`src/hdl/plcs_pkg.sv`:
```
// package for the link control and status register pair
package plcs_pkg;
    localparam logic [7:0] PLCS_OFF_CTRL = 8'hA0;
    localparam logic [7:0] PLCS_OFF_STAT = 8'hA2;
    localparam logic [15:0] PLCS_CTRL_RST = 16'h0000;
    localparam logic [15:0] PLCS_CTRL_WMASK = 16'h01CB;
    localparam int PLCS_B_CPM = 8;
    localparam int PLCS_B_ES = 7;
    localparam int PLCS_B_CCC = 6;
    localparam int PLCS_B_RCB = 3;
    localparam int PLCS_B_ASPM_HI = 1;
    localparam int PLCS_B_ASPM_LO = 0;
    localparam int PLCS_B_SCC = 12;
    localparam logic [5:0] PLCS_WIDTH_X1 = 6'h01;
    localparam logic [3:0] PLCS_SPEED_GEN1 = 4'h1;
    localparam logic [1:0] PLCS_ASPM_L0S = 2'h1;
    localparam logic [1:0] PLCS_ASPM_L1 = 2'h2;
    // exit latency codes, common and separate clocking
    localparam logic [2:0] PLCS_L0S_LAT_COMMON = 3'h3;
    localparam logic [2:0] PLCS_L0S_LAT_ASYNC = 3'h4;
    localparam logic [15:0] PLCS_ZERO16 = 16'h0000;
    // the device's own completion boundary, fixed whatever the hint holds
    localparam logic [7:0] PLCS_OWN_RCB_BYTES = 8'h80;

    // configuration access carried as one bundle
    typedef struct packed {
        logic rd;
        logic wr;
        logic [7:0] addr;
        logic [1:0] be;
        logic [15:0] wdata;
    } plcs_cfg_s;

    typedef struct packed {
        logic clock_pm_enable;
        logic extended_sync;
        logic common_clock;
        logic completion_boundary_hint;
        logic [1:0] active_state_pm_control;
    } plcs_ctrl_s;
endpackage : plcs_pkg

```
`src/hdl/plcs_status_word.sv`:
```
// link status word composer
`timescale 1ns/1ps
module plcs_status_word
    import plcs_pkg::*;
(
    input wire logic clk_sys,
    input wire logic srst,
    input wire logic slot_clock_strap,
    output logic [15:0] status_word
);
    logic slot_clock_flag_r;

    // strap caught by the clock after reset, never by the reset itself
    always_ff @(posedge clk_sys)
    begin
        if (srst)
            slot_clock_flag_r <= 1'b0;
        else
            slot_clock_flag_r <= slot_clock_strap;
    end

    // width x1, speed 2.5 Gb/s, training and retrain bits zero
    always_comb
    begin
        status_word = PLCS_ZERO16;
        status_word[PLCS_B_SCC] = slot_clock_flag_r;
        status_word[9:4] = PLCS_WIDTH_X1;
        status_word[3:0] = PLCS_SPEED_GEN1;
    end
endmodule : plcs_status_word

```
`src/hdl/plcs_link_regs.sv`:
```
// link control and status configuration registers
`timescale 1ns/1ps
// Functional notes
// - clock pm enable clear: clkreq request held low always
// - clock pm enable set: clkreq may be released to stop reference
// - extended sync set: longer fts run plus extra ts2 on l1 exit
// - common clock flag writable and selects reported exit latencies
// - retrain and link disable bits do nothing and read zero
// - completion boundary hint is storage only; own boundary 128 bytes
// - two-bit field enables l0s and/or l1 entry
// - control bits 15:9 and bit 2 read zero
// - control word at a0h, resets to zero
// - status word at a2h, read only, bits 4 and 0 set
// - status bit 12 shows common 100 mhz reference clocking
// - status width x1, speed code 1h, training bit zero
module plcs_link_regs
    import plcs_pkg::*;
(
    input wire logic clk_sys,
    input wire logic srst,
    input plcs_cfg_s cfg,
    output logic [15:0] cfg_rdata,
    output logic cfg_hit,
    input wire logic slot_clock_strap,
    input wire logic link_idle_req,
    output logic clkreq_n_out,
    output plcs_ctrl_s ctrl,
    output logic l0s_entry_en,
    output logic l1_entry_en,
    output logic [2:0] l0s_exit_latency,
    output logic [2:0] l1_exit_latency,
    output logic extended_fts,
    output logic extra_ts2,
    output logic [7:0] own_rcb_bytes
);
    logic [15:0] ctrl_r;
    logic [15:0] ctrl_nxt;
    logic [15:0] status_word;
    logic [15:0] rdata_r;
    logic clkreq_rel_r;

    // shared address decode
    function automatic logic hit(input logic [7:0] a, input logic [7:0] off);
        hit = (a == off);
    endfunction : hit

    plcs_status_word plcs_status_word_i (
        .clk_sys(clk_sys),
        .srst(srst),
        .slot_clock_strap(slot_clock_strap),
        .status_word(status_word)
    );

    // masked byte-lane write; fixed bits never take write data
    always_comb
    begin
        ctrl_nxt = ctrl_r;
        if (cfg.wr && hit(cfg.addr, PLCS_OFF_CTRL))
        begin
            if (cfg.be[0])
                ctrl_nxt[7:0] = cfg.wdata[7:0] & PLCS_CTRL_WMASK[7:0];
            if (cfg.be[1])
                ctrl_nxt[15:8] = cfg.wdata[15:8] & PLCS_CTRL_WMASK[15:8];
        end
    end

    // control word storage
    always_ff @(posedge clk_sys)
    begin
        if (srst)
            ctrl_r <= PLCS_CTRL_RST;
        else
            ctrl_r <= ctrl_nxt;
    end

    // registered read data; unmapped offsets read zero
    always_ff @(posedge clk_sys)
    begin
        if (srst)
            rdata_r <= PLCS_ZERO16;
        else if (cfg.rd && hit(cfg.addr, PLCS_OFF_CTRL))
            rdata_r <= ctrl_r;
        else if (cfg.rd && hit(cfg.addr, PLCS_OFF_STAT))
            rdata_r <= status_word;
        else if (cfg.rd)
            rdata_r <= PLCS_ZERO16;
    end
    assign cfg_rdata = rdata_r;
    assign cfg_hit = hit(cfg.addr, PLCS_OFF_CTRL) || hit(cfg.addr, PLCS_OFF_STAT);

    // clkreq release only while enabled and the link asks to idle
    always_ff @(posedge clk_sys)
    begin
        if (srst)
            clkreq_rel_r <= 1'b0;
        else
            clkreq_rel_r <= ctrl_r[PLCS_B_CPM] && link_idle_req;
    end
    // gated again by the live bit so a clear drops release at once
    assign clkreq_n_out = clkreq_rel_r && ctrl_r[PLCS_B_CPM];

    // field breakout
    assign ctrl.clock_pm_enable = ctrl_r[PLCS_B_CPM];
    assign ctrl.extended_sync = ctrl_r[PLCS_B_ES];
    assign ctrl.common_clock = ctrl_r[PLCS_B_CCC];
    assign ctrl.completion_boundary_hint = ctrl_r[PLCS_B_RCB];
    assign ctrl.active_state_pm_control = ctrl_r[PLCS_B_ASPM_HI:PLCS_B_ASPM_LO];

    assign l0s_entry_en = ctrl_r[PLCS_B_ASPM_LO];
    assign l1_entry_en = ctrl_r[PLCS_B_ASPM_HI];
    assign extended_fts = ctrl_r[PLCS_B_ES];
    assign extra_ts2 = ctrl_r[PLCS_B_ES];
    // hint never changes the device's own boundary
    assign own_rcb_bytes = PLCS_OWN_RCB_BYTES;

    // latency choice follows the common clock flag
    assign l0s_exit_latency = ctrl_r[PLCS_B_CCC] ? PLCS_L0S_LAT_COMMON
                                                 : PLCS_L0S_LAT_ASYNC;
    assign l1_exit_latency = ctrl_r[PLCS_B_CCC] ? PLCS_L0S_LAT_COMMON
                                                : PLCS_L0S_LAT_ASYNC;

    property p_clkreq_low;
        @(posedge clk_sys) disable iff (srst)
        !ctrl_r[PLCS_B_CPM] |-> !clkreq_n_out;
    endproperty
    a_clkreq_low: assert property (p_clkreq_low) else $error("clkreq released while disabled");

    property p_rsvd_zero;
        @(posedge clk_sys) disable iff (srst)
        (ctrl_r & ~PLCS_CTRL_WMASK) == PLCS_ZERO16;
    endproperty
    a_rsvd_zero: assert property (p_rsvd_zero) else $error("fixed control bit nonzero");

    property p_write_takes;
        @(posedge clk_sys) disable iff (srst)
        (cfg.wr && cfg.addr == PLCS_OFF_CTRL && cfg.be == 2'h3)
            |=> ctrl_r == ($past(cfg.wdata) & PLCS_CTRL_WMASK);
    endproperty
    a_write_takes: assert property (p_write_takes) else $error("control write lost");

    property p_stat_read;
        @(posedge clk_sys) disable iff (srst)
        (cfg.rd && cfg.addr == PLCS_OFF_STAT) |=> cfg_rdata[11:0] == 12'h011;
    endproperty
    a_stat_read: assert property (p_stat_read) else $error("status read wrong");

    property p_latency;
        @(posedge clk_sys) disable iff (srst)
        ctrl_r[PLCS_B_CCC] |-> l0s_exit_latency == PLCS_L0S_LAT_COMMON;
    endproperty
    a_latency: assert property (p_latency) else $error("latency not following flag");

    property p_aspm;
        @(posedge clk_sys) disable iff (srst)
        {l1_entry_en, l0s_entry_en} == ctrl.active_state_pm_control;
    endproperty
    a_aspm: assert property (p_aspm) else $error("aspm enables mismatch");

    property p_es;
        @(posedge clk_sys) disable iff (srst)
        $rose(ctrl_r[PLCS_B_ES]) |-> extended_fts && extra_ts2;
    endproperty
    a_es: assert property (p_es) else $error("extended sync not driven");

    property p_reset_zero;
        @(posedge clk_sys)
        srst |=> ctrl_r == PLCS_CTRL_RST;
    endproperty
    a_reset_zero: assert property (p_reset_zero) else $error("control not reset");

    // release must trace back to an idle request one cycle earlier
    property p_clkreq_idle;
        @(posedge clk_sys) disable iff (srst)
        clkreq_n_out |-> $past(link_idle_req);
    endproperty
    a_clkreq_idle: assert property (p_clkreq_idle) else $error("clkreq released without idle");

    // clearing the enable must pull the request low in the very next cycle
    property p_cpm_write;
        @(posedge clk_sys) disable iff (srst)
        (cfg.wr && cfg.addr == PLCS_OFF_CTRL && cfg.be[1] && !cfg.wdata[PLCS_B_CPM])
            |=> !clkreq_n_out;
    endproperty
    a_cpm_write: assert property (p_cpm_write) else $error("clkreq not held after clear");

    // read data returns the stored word, so fixed bits read zero too
    property p_rdata_ctrl;
        @(posedge clk_sys) disable iff (srst)
        (cfg.rd && cfg.addr == PLCS_OFF_CTRL) |=> cfg_rdata == $past(ctrl_r);
    endproperty
    a_rdata_ctrl: assert property (p_rdata_ctrl) else $error("control read wrong");

    // the hint is plain storage of the written bit
    property p_hint_store;
        @(posedge clk_sys) disable iff (srst)
        (cfg.wr && cfg.addr == PLCS_OFF_CTRL && cfg.be[0])
            |=> ctrl.completion_boundary_hint == $past(cfg.wdata[PLCS_B_RCB]);
    endproperty
    a_hint_store: assert property (p_hint_store) else $error("boundary hint not stored");

    property p_l1_latency;
        @(posedge clk_sys) disable iff (srst)
        !ctrl_r[PLCS_B_CCC] |-> l1_exit_latency == PLCS_L0S_LAT_ASYNC;
    endproperty
    a_l1_latency: assert property (p_l1_latency) else $error("l1 latency not following flag");

    // status fields other than the clocking bit never move
    property p_status_fixed;
        @(posedge clk_sys) disable iff (srst)
        status_word[9:4] == PLCS_WIDTH_X1 && status_word[3:0] == PLCS_SPEED_GEN1
            && status_word[11:10] == 2'h0 && status_word[15:13] == 3'h0;
    endproperty
    a_status_fixed: assert property (p_status_fixed) else $error("status fixed field wrong");

    // one flop of lag; the cycle after reset still shows the cleared flag
    property p_scc_follow;
        @(posedge clk_sys) disable iff (srst)
        !$past(srst)
            |-> status_word[PLCS_B_SCC] == $past(slot_clock_strap);
    endproperty
    a_scc_follow: assert property (p_scc_follow) else $error("clock flag not following strap");

    // only a control write may move the stored word
    property p_ctrl_hold;
        @(posedge clk_sys) disable iff (srst)
        !(cfg.wr && cfg.addr == PLCS_OFF_CTRL)
            |=> ctrl_r == $past(ctrl_r);
    endproperty
    a_ctrl_hold: assert property (p_ctrl_hold) else $error("control changed without write");
endmodule : plcs_link_regs

```
`config.mk`:
```
export PLATFORM = sky130hd
export DESIGN_NAME = plcs_link_regs
export DESIGN_NICKNAME = d
export VERILOG_FILES = /design/src/hdl/plcs_pkg.sv /design/src/hdl/plcs_status_word.sv /design/src/hdl/plcs_link_regs.sv
export SDC_FILE = /design/constraint.sdc
export NUM_CORES = 1
export LEC_CHECK = 0
export BUFFER_PORTS_ARGS = -buffer_cell sky130_fd_sc_hd__buf_2
export CORE_AREA = 3 3 53 55
export DETAILED_ROUTE_END_ITERATION = 12
export DIE_AREA = 0 0 56 58
export HOLD_SLACK_MARGIN = 0.12
export PLACE_DENSITY = 0.77
export SKIP_CTS_REPAIR_TIMING = 1
export SYNTH_ARGS = -nofsm -noshare
export SYNTH_HDL_FRONTEND = slang
export SYNTH_SLANG_ARGS = --single-unit
```
`constraint.sdc`:
```
create_clock -name clk_sys -period 1.2 [get_ports clk_sys]
set_input_delay 0.24 -clock clk_sys [delete_from_list [all_inputs] [get_ports clk_sys]]
set_output_delay 0.24 -clock clk_sys [all_outputs]
set_load 0.005 [all_outputs]
```
==> impl_metrics.env <==
export IMPL_outcome="finished clean"
export IMPL_power_frac_clock_pct=35.7
export IMPL_first_global_vias=700
export IMPL_row_count=18
export IMPL_vdd_ir_drop_worst_mv=0.4319
export IMPL_syn_avg_cell_area_um2=8.626
export IMPL_timing_final_ws_setup_ns=0.02659
export IMPL_part_of_the_total_power_dissipated_in_sequential_elements_pct=54.5
export IMPL_worstSetupEndpointType="primary output"
export IMPL_dp_worst_setup_slack_ns=-0.05260
export IMPL_gp_routability_congestion=0.7383
export IMPL_grt_max_degree=13
export IMPL_fin_crit_sh_pct=97.78
export IMPL_fin_nets=175
export IMPL_drv_slew=0
export IMPL_power_frac_comb_pct=9.8
export IMPL_synthCells=104
export IMPL_cp_cell_sequence="buf_2, and4bb_1, and2_4, buf_2"
export IMPL_timing_max_cap_violations=0
export IMPL_timing_critical_path_buf_inv=2
export IMPL_critical_path_top_delay_family="simple AND/OR/NAND/NOR gates"
export IMPL_grtUsageTotal_pct=11.42
export IMPL_fmax_mhz=852.2
export IMPL_ant_nets=0
export IMPL_overflow=0
export IMPL_clockBufferDepth=2
export IMPL_place_port_buffers=47
export IMPL_ios=74
export IMPL_share_of_cells_above_drive_strength_1_pct=43.66
export IMPL_instances_no_fill=172
export IMPL_detail_route_vias_per_cell=4.407
export IMPL_dieWidth_um=56
export IMPL_cpMaxStageDelayCell="sky130_fd_sc_hd__and4bb_1"
export IMPL_hold_worst_slack_ns=0.1566
export IMPL_critical_path_top_cell_by_count="sky130_fd_sc_hd__buf_2"
export IMPL_ys_seq_elements=16
export IMPL_distinct_cell_type_count_of_the_synthesized_netlist=26
export IMPL_crit_arrival_ns=0.93
export IMPL_hold_viol=0
export IMPL_placement_cell_area_um2=1030
export IMPL_layout_common_cells="sky130_fd_sc_hd__buf_2, sky130_fd_sc_hd__conb_1, sky130_fd_sc_hd__dfxtp_1"
export IMPL_synth_area_um2=897.1
export IMPL_cts_tree="done"
export IMPL_global_route_wire_length_before_repair_um=2918
export IMPL_die_area_um2=3248
export IMPL_core_area_um2=2432
export IMPL_synth_seq_area_share_pct=35.70
export IMPL_netSwitchingPower_mw=0.2160
export IMPL_num_antenna_cells=0
export IMPL_area_delta_synth_final_pct=19.67
export IMPL_drt_wirelength_per_cell_um=11.13
export IMPL_worstPathRequired_ns=0.96
export IMPL_critical_path_class="in -> out"
export IMPL_hold_path_class="in -> reg"
export IMPL_detail_route_first_pass_iterations=4
export IMPL_clock_tree_root_cell="sky130_fd_sc_hd__clkbuf_4"
export IMPL_swShare_pct=22.11
export IMPL_number_of_cts_inserted_buffers=3
export IMPL_cpPeakStageDelay_ns=0.32
export IMPL_power_report_internal_total_mw=0.7610
export IMPL_p_leak_nw=0.5598
export IMPL_drt_iter0_drc=21
export IMPL_setup_viol=0
export IMPL_yosysWarnings=0
export IMPL_worstSetupStartpointType="input pin"
export IMPL_placedCellCount=168
export IMPL_final_period_minus_worst_setup_slack_ns=1.173
export IMPL_cts_reportedPaths_clkPinSlew_ns=0.09
export IMPL_cts_max_level=1
export IMPL_cp_max_fo=4
export IMPL_via_count=758
export IMPL_clock_skew_final_ns=0.001068
export IMPL_cts_sink_count=16
export IMPL_hpwl_um=1516
export IMPL_clock_insertion_delay_worst_skew_ns=0.29
export IMPL_die_h_um=58
export IMPL_floorplan_initialDensity_pct=36.88
export IMPL_p_per_area_nw_per_um2=910.2
export IMPL_n_fill_cell=251
export IMPL_fin_area_um2=1074
export IMPL_timing_setup_tns_ns=0
export IMPL_drcViolationCount=0
export IMPL_layout_commonest_cell="sky130_fd_sc_hd__buf_2"
export IMPL_antenna_found_initial=0
export IMPL_drt_wl_total_um=1915
export IMPL_grt_setup_unrepaired="no"
==> worst paths after layout <==
path                                  start                                              end  slack [ns]  cells past startpoint
setup / recovery                    cfg[18]                                          cfg_hit        0.03                      4
hold / removal             slot_clock_strap  plcs_status_word_i.slot_clock_flag_r$_SDFF_PP0_        0.16                      2
setup reg to reg     ctrl_r[8]$_SDFFE_PP0P_                           ctrl_r[8]$_SDFFE_PP0P_        0.33                      3
hold reg to reg   cfg_rdata[7]$_SDFFE_PP0P_                        cfg_rdata[7]$_SDFFE_PP0P_        0.48                      2
==> registers in the layout, summed over array words and instances (netlist names) <==
| register | cells |
|---|---|
| plcs_status_word_i.slot_clock_flag_r | 1 |
| cfg_rdata | 8 |
| clkreq_rel_r | 1 |
| ctrl_r | 6 |
==> power groups by stage <==
stage	Combinational, mW	Sequential, mW	Clock, mW
final	0.0960	0.533	0.348
after detailed placement	0.0929	0.545	0
after CTS	0.0934	0.533	0.358
after floorplan	0.0873	0.545	0
after global routing	0.108	0.533	0.385
after global placement	0.0904	0.545	0
==> through the flow <==
stage                     power, mW  utilization [%]
after floorplan              0.6326                -
after detailed placement     0.6383            42.34
final                        0.9771            44.14
after global placement       0.6357            42.34
after global routing          1.026            44.14
after CTS                    0.9846            43.83
==> logic make-up after synthesis <==
kind of cell / after synthesis / synth area share (%)
DFF: 16 / 35.70
AOI/OAI and AO/OA: 11 / 7.532
and+or+nand+nor: 36 / 24.27
muxes: 5 / 5.579
other: 2 / 0.8371
buffers and inverters: 34 / 26.08
==> Yosys cell counts (all sizes together) <==
| cell type | instances | share of area, % |
|---|---|---|
| conb | 2 | 0.84 |
| and3 | 3 | 2.2 |
| o2111ai | 1 | 0.98 |
| and2 | 2 | 1.7 |
| and2b | 1 | 1.1 |
| mux2i | 5 | 5.6 |
| nand2 | 10 | 4.2 |
| and3b | 2 | 2.1 |
| buf | 28 | 24 |
| and4bb | 1 | 1.4 |
| clkbuf | 3 | 1.3 |
| a41o | 1 | 1.1 |
| a311oi | 1 | 0.98 |
| nor3 | 1 | 0.56 |
| nand2b | 8 | 5.6 |
| nand3 | 1 | 0.56 |
| a21oi | 8 | 4.5 |
| inv | 3 | 1.3 |
| nor2b | 1 | 0.70 |
| nand4 | 6 | 4.2 |
| dfxtp | 16 | 36 |
==> cell type report <==
type,count,area (um^2),share of cell area (%)
Clock buffer,4,36.28,3.380
Inverter,3,11.26,1.049
Multi-Input combinational cell,68,400.4,37.30
Sequential cell,16,322.8,30.07
Tap cell,30,37.54,3.497
Timing Repair Buffer,51,265.3,24.71
==> worst reg2reg max path, stage by stage, from the launching register on <==
cell                       delay (ns)
sky130_fd_sc_hd__dfxtp_2         0.37
sky130_fd_sc_hd__inv_1           0.05
sky130_fd_sc_hd__a311oi_1        0.27
sky130_fd_sc_hd__a41o_1          0.14
==> metal layers <==
metal / track usage (%) / vias to the layer above / routed length (um)
li1: - / 383 / -
met1: 12.19 / 323 / 744
met2: 20.03 / 46 / 901
met3: 2.895 / 6 / 215
met4: 7.458 / 0 / 53
met5: 0 / - / 0
Note: power is estimated with default switching activity, not from simulation.
